$ cat src/core/pcs_pkg.sv
// package of constants and types for the primitive cell set
package pcs_pkg;
    // number of tri-state drivers and their channel order
    localparam int PCS_NUM_DRV = 4;
    localparam int PCS_DRV_BUF_HI = 0;
    localparam int PCS_DRV_BUF_LO = 1;
    localparam int PCS_DRV_INV_HI = 2;
    localparam int PCS_DRV_INV_LO = 3;
    // per channel: complement the data, and enable active low
    localparam logic [PCS_NUM_DRV-1:0] PCS_INV_MASK = 4'hc;
    localparam logic [PCS_NUM_DRV-1:0] PCS_LOW_MASK = 4'ha;
    // reset values
    localparam logic PCS_RST_TRUE = 1'h0;
    localparam logic PCS_RST_INV = 1'h1;
    localparam logic PCS_RST_DRV_DATA = 1'h0;
    localparam logic PCS_RST_DRV_OE_B = 1'h1;
    localparam logic PCS_RST_SEL = 1'h0;
    localparam logic PCS_RST_CLK_PREV = 1'h0;

    typedef struct packed {
        logic true_v;
        logic inv_v;
    } pcs_store_t;
endpackage

$ cat src/core/pcs_store.sv
// storage cell shared by the level latch and the edge register
`timescale 1ns/1ps
module pcs_store (
    input wire logic clock,
    input wire logic rst_b,
    input wire logic clk_en,
    input wire logic data,
    input wire logic load,
    input wire logic clear,
    input wire logic set,
    input wire logic clash_true_value,
    input wire logic clash_inverted_value,
    output logic true_output,
    output logic inverted_output
);
    // =====================================================
    // state
    pcs_pkg::pcs_store_t store_ff;
    pcs_pkg::pcs_store_t nxt_store;

    // =====================================================
    // next state
    // clash first, then clear, then set, then the load condition
    always_comb begin
        nxt_store = store_ff;
        if (!rst_b) begin
            nxt_store.true_v = pcs_pkg::PCS_RST_TRUE;
            nxt_store.inv_v = pcs_pkg::PCS_RST_INV;
        end else if (clk_en) begin
            if (clear && set) begin
                nxt_store.true_v = clash_true_value;
                nxt_store.inv_v = clash_inverted_value;
            end else if (clear) begin
                nxt_store.true_v = 1'h0;
                nxt_store.inv_v = 1'h1;
            end else if (set) begin
                nxt_store.true_v = 1'h1;
                nxt_store.inv_v = 1'h0;
            end else if (load) begin
                nxt_store.true_v = data;
                nxt_store.inv_v = ~data;
            end else begin
                nxt_store = store_ff;
            end
        end
    end

    // =====================================================
    // state register
    always_ff @(posedge clock) begin
        store_ff <= nxt_store;
    end

    // =====================================================
    // outputs
    assign true_output = store_ff.true_v;
    assign inverted_output = store_ff.inv_v;
endmodule

$ cat src/core/pcs_top.sv
// primitive cell set: tri-state drivers, selector, level latch, edge register
`timescale 1ns/1ps
// Contract
// - buffer, high enable: pass input while enable high, else float.
// - buffer, low enable: pass input while enable low, else float.
// - inverter, high enable: drive complement while enable high, else float.
// - inverter, low enable: drive complement while enable low, else float.
// - selector picks bit by select; equal bits give that value always.
// - latch with clear and set both active takes the clash values first.
// - latch: clear, then set, then enable-transparent data, in that order.
// - register clear and set override the clock; both give clash values.
module pcs_top (
    input wire logic clock,
    input wire logic rst_b,
    input wire logic clk_en,
    input wire logic [pcs_pkg::PCS_NUM_DRV-1:0] drv_in,
    input wire logic [pcs_pkg::PCS_NUM_DRV-1:0] drv_enable,
    output logic [pcs_pkg::PCS_NUM_DRV-1:0] drv_out,
    output logic [pcs_pkg::PCS_NUM_DRV-1:0] drv_oe_b,
    input wire logic [1:0] sel_data,
    input wire logic sel_select,
    output logic sel_out,
    input wire logic lat_data,
    input wire logic lat_enable,
    input wire logic lat_clear,
    input wire logic lat_set,
    input wire logic lat_clash_true_value,
    input wire logic lat_clash_inverted_value,
    output logic lat_true_output,
    output logic lat_inverted_output,
    input wire logic reg_data,
    input wire logic reg_clock,
    input wire logic reg_clear,
    input wire logic reg_set,
    input wire logic reg_clash_true_value,
    input wire logic reg_clash_inverted_value,
    output logic reg_true_output,
    output logic reg_inverted_output
);

    // =====================================================
    // overview
    // drivers: drv_in and drv_enable per channel; the package masks give each
    //   channel its data sense and its enable sense; outputs follow one cycle later
    // selector: sel_data and sel_select give sel_out one cycle later
    // latch and register: a shared storage cell resolves clear, set and their
    //   clash before the load condition; outputs follow one cycle later
    // clk_en low freezes every flop unless rst_b is low; rst_b low loads the reset values at the
    //   next edge of clock
    // no pin is driven here: oe_b tells the pad when to float the pin
    localparam int NUM_DRV = pcs_pkg::PCS_NUM_DRV;

    // =====================================================
    // state
    typedef struct packed {
        logic [NUM_DRV-1:0] data;
        logic [NUM_DRV-1:0] oe_b;
    } pcs_drv_state_t;

    typedef struct packed {
        pcs_drv_state_t drv;
        logic sel;
        logic reg_clk_prev;
    } pcs_top_state_t;

    pcs_top_state_t state_ff;
    pcs_top_state_t nxt_state;

    // =====================================================
    // operating mode
    typedef enum {
        MODE_RESET,
        MODE_RUN,
        MODE_FROZEN
    } pcs_top_mode_t;

    pcs_top_mode_t mode;

    assign mode = !rst_b ? MODE_RESET : (clk_en ? MODE_RUN : MODE_FROZEN);

    // =====================================================
    // tri-state drivers
    // the value to drive is registered even while the pin floats, so the pin
    // shows fresh data on the first cycle that its enable is taken
    logic [NUM_DRV-1:0] drv_active;
    logic [NUM_DRV-1:0] drv_data_calc;
    logic [NUM_DRV-1:0] drv_oe_b_calc;

    for (genvar ch = 0; ch < NUM_DRV; ch++) begin : g_drv
        localparam logic INV = pcs_pkg::PCS_INV_MASK[ch];
        localparam logic LOW = pcs_pkg::PCS_LOW_MASK[ch];

        // enable taken in the sense of this channel
        if (LOW) begin : g_low
            assign drv_active[ch] = ~drv_enable[ch];
        end else begin : g_high
            assign drv_active[ch] = drv_enable[ch];
        end

        // value put on the pin while driving
        if (INV) begin : g_inv
            assign drv_data_calc[ch] = ~drv_in[ch];
        end else begin : g_pass
            assign drv_data_calc[ch] = drv_in[ch];
        end

        // pin driven while oe_b is low, floated otherwise
        assign drv_oe_b_calc[ch] = ~drv_active[ch];
    end

    // =====================================================
    // two-way selector
    // the consensus term holds the output high when both data bits are high,
    // whatever the select does
    logic sel_pick;
    logic sel_agree;
    logic sel_calc;

    assign sel_pick = sel_select ? sel_data[1] : sel_data[0];
    assign sel_agree = sel_data[0] & sel_data[1];
    assign sel_calc = sel_pick | sel_agree;

    // =====================================================
    // edge register clock
    // reg_clock is sampled by clock: each of its levels must last at least
    // one clock cycle, or the edge is missed
    logic reg_rise;

    assign reg_rise = reg_clock & ~state_ff.reg_clk_prev;

    // =====================================================
    // next state
    always_comb begin
        nxt_state = state_ff;
        unique case (mode)
            MODE_RESET: begin
                // drivers float after reset
                nxt_state.drv.data = {NUM_DRV{pcs_pkg::PCS_RST_DRV_DATA}};
                nxt_state.drv.oe_b = {NUM_DRV{pcs_pkg::PCS_RST_DRV_OE_B}};
                // selector
                nxt_state.sel = pcs_pkg::PCS_RST_SEL;
                // register clock history
                nxt_state.reg_clk_prev = pcs_pkg::PCS_RST_CLK_PREV;
            end
            MODE_RUN: begin
                // drivers
                nxt_state.drv.data = drv_data_calc;
                nxt_state.drv.oe_b = drv_oe_b_calc;
                // selector
                nxt_state.sel = sel_calc;
                // register clock history
                nxt_state.reg_clk_prev = reg_clock;
            end
            MODE_FROZEN: begin
                // every flop keeps its value
                nxt_state = state_ff;
            end
        endcase
    end

    // =====================================================
    // state register
    always_ff @(posedge clock) begin
        state_ff <= nxt_state;
    end

    // =====================================================
    // outputs
    assign drv_out = state_ff.drv.data;
    assign drv_oe_b = state_ff.drv.oe_b;
    assign sel_out = state_ff.sel;

    // =====================================================
    // level latch
    // transparent while lat_enable is high, at the resolution of clock
    pcs_store u_latch (
        // clock and reset
        .clock(clock),
        .rst_b(rst_b),
        .clk_en(clk_en),
        // cell controls
        .data(lat_data),
        .load(lat_enable),
        .clear(lat_clear),
        .set(lat_set),
        // values for clear and set together
        .clash_true_value(lat_clash_true_value),
        .clash_inverted_value(lat_clash_inverted_value),
        // outputs
        .true_output(lat_true_output),
        .inverted_output(lat_inverted_output)
    );

    // =====================================================
    // edge register
    // clear and set act without waiting for an edge of reg_clock
    pcs_store u_edge (
        // clock and reset
        .clock(clock),
        .rst_b(rst_b),
        .clk_en(clk_en),
        // cell controls
        .data(reg_data),
        .load(reg_rise),
        .clear(reg_clear),
        .set(reg_set),
        // values for clear and set together
        .clash_true_value(reg_clash_true_value),
        .clash_inverted_value(reg_clash_inverted_value),
        // outputs
        .true_output(reg_true_output),
        .inverted_output(reg_inverted_output)
    );

    // =====================================================
    // limitations
    // every cell here is built from flops clocked by clock: a pulse on
    // lat_enable, lat_clear, lat_set, reg_clear or reg_set shorter than one
    // clock period may be lost, and all of them act at the next clock edge
    // rather than at once
endmodule

$ cat config.mk
export PLATFORM = sky130hd
export DESIGN_NAME = pcs_top
export DESIGN_NICKNAME = d
export VERILOG_FILES = /design/src/core/pcs_pkg.sv /design/src/core/pcs_store.sv /design/src/core/pcs_top.sv
export SDC_FILE = /design/constraint.sdc
export NUM_CORES = 1
export LEC_CHECK = 0
export BUFFER_PORTS_ARGS = -buffer_cell sky130_fd_sc_hd__buf_2
export CORE_MARGIN = 1
export CORE_UTILIZATION = 44
export DETAILED_ROUTE_END_ITERATION = 8
export PLACE_DENSITY = 0.81
export SYNTH_ARGS = -nofsm -noshare
export SYNTH_HDL_FRONTEND = slang
export SYNTH_SLANG_ARGS = --single-unit
$ cat constraint.sdc
create_clock -name clock -period 1.6 [get_ports clock]
set_input_delay 0.32 -clock clock [delete_from_list [all_inputs] [get_ports clock]]
set_output_delay 0.32 -clock clock [all_outputs]
set_load 0.05 [all_outputs]
**Yosys cells after proc, flatten, opt, wreduce, memory -nomap -nowiden**

Cells that the tools add are included.

- Register bits after elaboration: 14
- Word-level logic and storage cells: 39
- Bits of input ports: 26

- Bitwise gates (word level): 10
- Reductions and logical operators: 7
- Equal/unequal tests: 2
- Muxes and demuxes: 12

Operator list:

| operator | number |
|---|---|
| logical NOT 32 bit | 1 |
| 2-to-1 mux 2 bit | 10 |
| one-hot mux 10 bit (2 select lines) | 1 |
| nonzero test 4 bit | 2 |
| inverter 1 bit | 7 |
| AND reduction 2 bit | 2 |
| bitwise AND 1 bit | 2 |
| == test 2 x 1 -> 1 bit (second input constant) | 1 |
| == test 2 bit (second input constant) | 1 |
| logical AND 1 bit | 2 |
| 2-to-1 mux 1 bit | 1 |
| OR 1 bit | 1 |

**Depth between registers and ports, before layout**

- Depth after elaboration: 6
- Mapped depth: 3
- Mapped depth without buffers: 3

**Modules after synthesis**

From an unflattened synthesis, not the netlist that was laid out.

- Cell total of the unflattened synthesis: 58
- Area total of the unflattened synthesis: 658.1 sq um

By module, submodules not included:

| module | area an instance (sq um) | cells each | sequential area each (sq um) | instances |
|---|---|---|---|---|
| pcs_top | 447.9 | 32 | 300.3 | 1 |
| pcs_store | 105.1 | 13 | 40.0 | 2 |

**Worst setup path before layout**

OpenSTA, ideal clock, no wires.

- Path kind: input port to flip-flop
- Start: input port rst_b
- End: register state_ff, in the netlist drv_oe_b[0] (enable)
- Arrival time: 0.765 ns
- Required time: 1.253 ns
- Cell stages on the path: 2
- Path slack: 0.488 ns
- Buffers on the path: 1
- Path through: clkbuf_1 nand2b_1

- Longest elaborated chain between the ends: 2

RTL lines:

| what | RTL line | RTL |
|---|---|---|
| start: declaration | pcs_top.sv:14 | `input wire logic rst_b,` |
| 2-to-1 mux 2 bit | pcs_top.sv:79 | `assign mode = !rst_b ? MODE_RESET : (clk_en ? MODE_RUN : MODE_FROZEN);` |
| == test 2 bit | pcs_top.sv:135 | `unique case (mode)` |
| end signal: assignment | pcs_top.sv:164 | `state_ff <= nxt_state;` |
| end: declaration | pcs_top.sv:66 | `pcs_top_state_t state_ff;` |

Every way passes these cells.
A chain may end at the register's enable or synchronous reset.

**Worst setup path in the final report**

- Start: register u_latch.store_ff, in the netlist u_latch.inverted_output
- End: output port lat_inverted_output

RTL lines:

| what | RTL line | RTL |
|---|---|---|
| start: declaration | pcs_store.sv:18 | `pcs_pkg::pcs_store_t store_ff;` |
| start signal: assignment | pcs_store.sv:51 | `store_ff <= nxt_store;` |
| end: declaration | pcs_top.sv:30 | `output logic lat_inverted_output,` |

No word-level cell between the ends.

==> metrics.md <==
| Metric | Value |
|---|---|
| Critical Path, Cell by Cell | buf_2 |
| CP max stage cell | dfxtp_1 |
| M1 WL | 471 um |
| WP buf/inv | 1 |
| TritonCTS Buffers | 3 |
| Synthesis-to-finish area growth | 25.0% |
| CTS tree | built |
| Worst-path fanout max | 2 |
| Max Fclk | 0.826 GHz |
| Die Area | 0.00165 sq mm |
| Max-Cap Viols | 0 |
| Postcts setup bufs | 0 |
| Post-synth EDFFs | 10 |
| Num Clock Sinks | 14 |
| Initial DRC Count | 6 |
| Detail Placement HPWL | 932 um |
| Cells after Synth | 56 |
| Cell family with most CP delay | flip-flops |
| Synth top area share | 45.7% |
| Fin crit share | 75.7% |
| Metal3 WL | 113 um |
| Pins over their slew limit | 0 |
| Post-route ant nets | 0 |
| Highest Signal Layer | met4 |
| Arr. time, crit path | 890 ps |
| Metal2 WL | 595 um |
| GRT overflow | 0 |
| WP data required | 1280 ps |
| Max_slew headroom | 69.2% |
| Most frequent cell after synthesis | edfxtp_1 |
| Total of warnings raised by yosys | 0 |
| Port buffer count | 38 |
| Hold Crit Class | input port to flip-flop |
| Leakage Power | 0.390 nW |
| Post-Route Skew | 0.192 ps |
| Peak supply drop | 517 uV |
| Worst-Skew Late Latency | 270 ps |
| IO Count | 39 |
| Nets | 115 |
| Slowest stage delay, CP | 350 ps |
| Htree depth | 1 |
| CTS clk-pin slew, worst paths | 80 ps |
| Core area | 0.00135 sq mm |
| Unrepaired setup endpoints after global routing | false |
| Vias in the first global route | 460 |
| Kind of critical path | flip-flop to primary output |
| Initial antenna violation count | 0 |
| Die Wd | 40.6 um |
| Total GRT Usage | 17.2% |
| Pwr Total | 0.000826 W |
| Resized cells post-CTS | 0 |
| Synth cell types | 23 |
| DRC violations left | 0 |
| Largest net degree at the start of global routing | 13 |
| DR vias | 525 |
| Hold buffer count at cts | 0 |
| Async SR Flop Fraction | 0% |
| FF+latch count, synth | 14 |
| Largest area contributor in the netlist | edfxtp_1 |
| Measured slew at the worst slew-check pin | 461 ps |
| WL final | 1180 um |
| Cell Area, Synth | 657 sq um |
| Via density | 5.10 |
| Mapped Nets | 82 |
| Min Tclk post-route | 1210 ps |
| Clk root buf | clkbuf_4 |
| Syn avg cell area | 11.7 sq um |
| CP Capture Type | primary output |
| Run status | complete, no violations |
| Hold Fails Final Rpt | 0 |
| Clock buffer depth | 2 |
| Initial Util | 48.7% |
| First-pass GRT wire length | 1800 um |
| Row cnt | 13 |
| Fin Setup TNS | 0 ps |
| Most used flip-flop cell after synthesis | edfxtp_1 |
| Antenna diodes | 0 |
| Layout cells sized above 1 | 51.1% |
| Post-synth top cells | edfxtp_1 (10), buf_4 (9), dfxtp_1 (4) |
| PwrDens | 1010 mW/mm^2 |
| Gpl congestion | 0.721 |
| WL/cell | 11.5 um |
| Largest cells by area after synthesis | edfxtp_1 (46%), dfxtp_1 (12%), buf_4 (10%) |
| Die extent in y | 40.6 um |
| Setup violators final | 0 |
| Router iterations before antenna repair | 4 |
| CP Launch Type | flip-flop |
| Register area share after synthesis | 57.9% |
-- final cells by class --
cell class | count | area [sq um]
fillers | 126 | 529
multi-input cells | 30 | 198
well taps | 15 | 18.8
inverters | 2 | 7.51
clock buffers | 3 | 22.5
flip-flops and latches | 14 | 380
clock inverters | 1 | 3.75
repair buffers | 38 | 190
-- layout by cell type, fill, tap and decap left out --
cell type,count
nand3_1,3
o221a_1,1
or2_2,2
buf_2,38
o211ai_1,1
nor2b_1,2
nand2b_1,2
o31a_1,1
o221ai_1,2
nand2_1,3
edfxtp_1,10
clkbuf_4,3
dfxtp_1,4
clkinv_1,1
o31ai_1,1
and3_2,1
mux2i_1,1
and3_1,3
nor4b_2,1
o21ai_1,1
inv_1,2
nor2_1,3
nor3b_1,1
and2_1,1
-- power by group --
group | switching [W] | internal, W
sequential | 0.00000908 | 0.000418
combinational | 0.000140 | 0.0000592
clock | 0.000109 | 0.0000904
total | 0.000258 | 0.000568
-- stage by stage --
stage | hold WS, ps | area, sq um | std cells | utilization [%] | worst slack (ps)
2_1_floorplan | 484 | 657 | 56 | - | 488
6_report | 298 | 821 | 103 | 60.8 | 389
3_5_place_dp | 478 | 795 | 99 | 58.9 | 301
3_3_place_gp | 458 | 795 | 99 | 58.9 | 350
4_1_cts | 294 | 821 | 103 | 60.8 | 383
5_1_grt | 289 | 821 | 103 | 60.8 | 356
-- path summary, 6_finish.rpt --
path	from	endpoint	slack, ps	cells after the start
setup / recovery	u_latch.inverted_output$_SDFFE_PN1P_	lat_inverted_output	390	1
hold / removal	drv_enable[1]	drv_oe_b[1]$_SDFFCE_PP1P_	300	2
setup reg to reg	state_ff[0]$_SDFFCE_PP0P_	u_edge.true_output$_SDFFE_PN0P_	500	3
hold reg to reg	u_latch.inverted_output$_SDFFE_PN1P_	u_latch.inverted_output$_SDFFE_PN1P_	500	2
-- kinds of logic after synthesis --
kind of cell           count (synthesis)  synth area share (%)
flip-flops                            14                  57.9
multiplexers                           1                  1.52
buffers and inverters                 12                  12.0
AO/OA/AOI/OAI                          7                  8.76
AND/OR/NAND/NOR                       22                  19.8
-- flip-flops by register name (all words and copies together) (netlist names) --
name and flops:
u_edge.inverted_output 1, u_edge.true_output 1, state_ff 1, u_latch.inverted_output 1, drv_out 4, u_latch.true_output 1, drv_oe_b 4, sel_out 1
-- per-layer routing --
metal / global-route usage, % / up-vias
li1: - / 262
met5: 0 / -
met1: 18.5 / 230
met3: 4.89 / 2
met4: 10.0 / 0
met2: 29.8 / 31
Power figures use the tool's default switching activity.
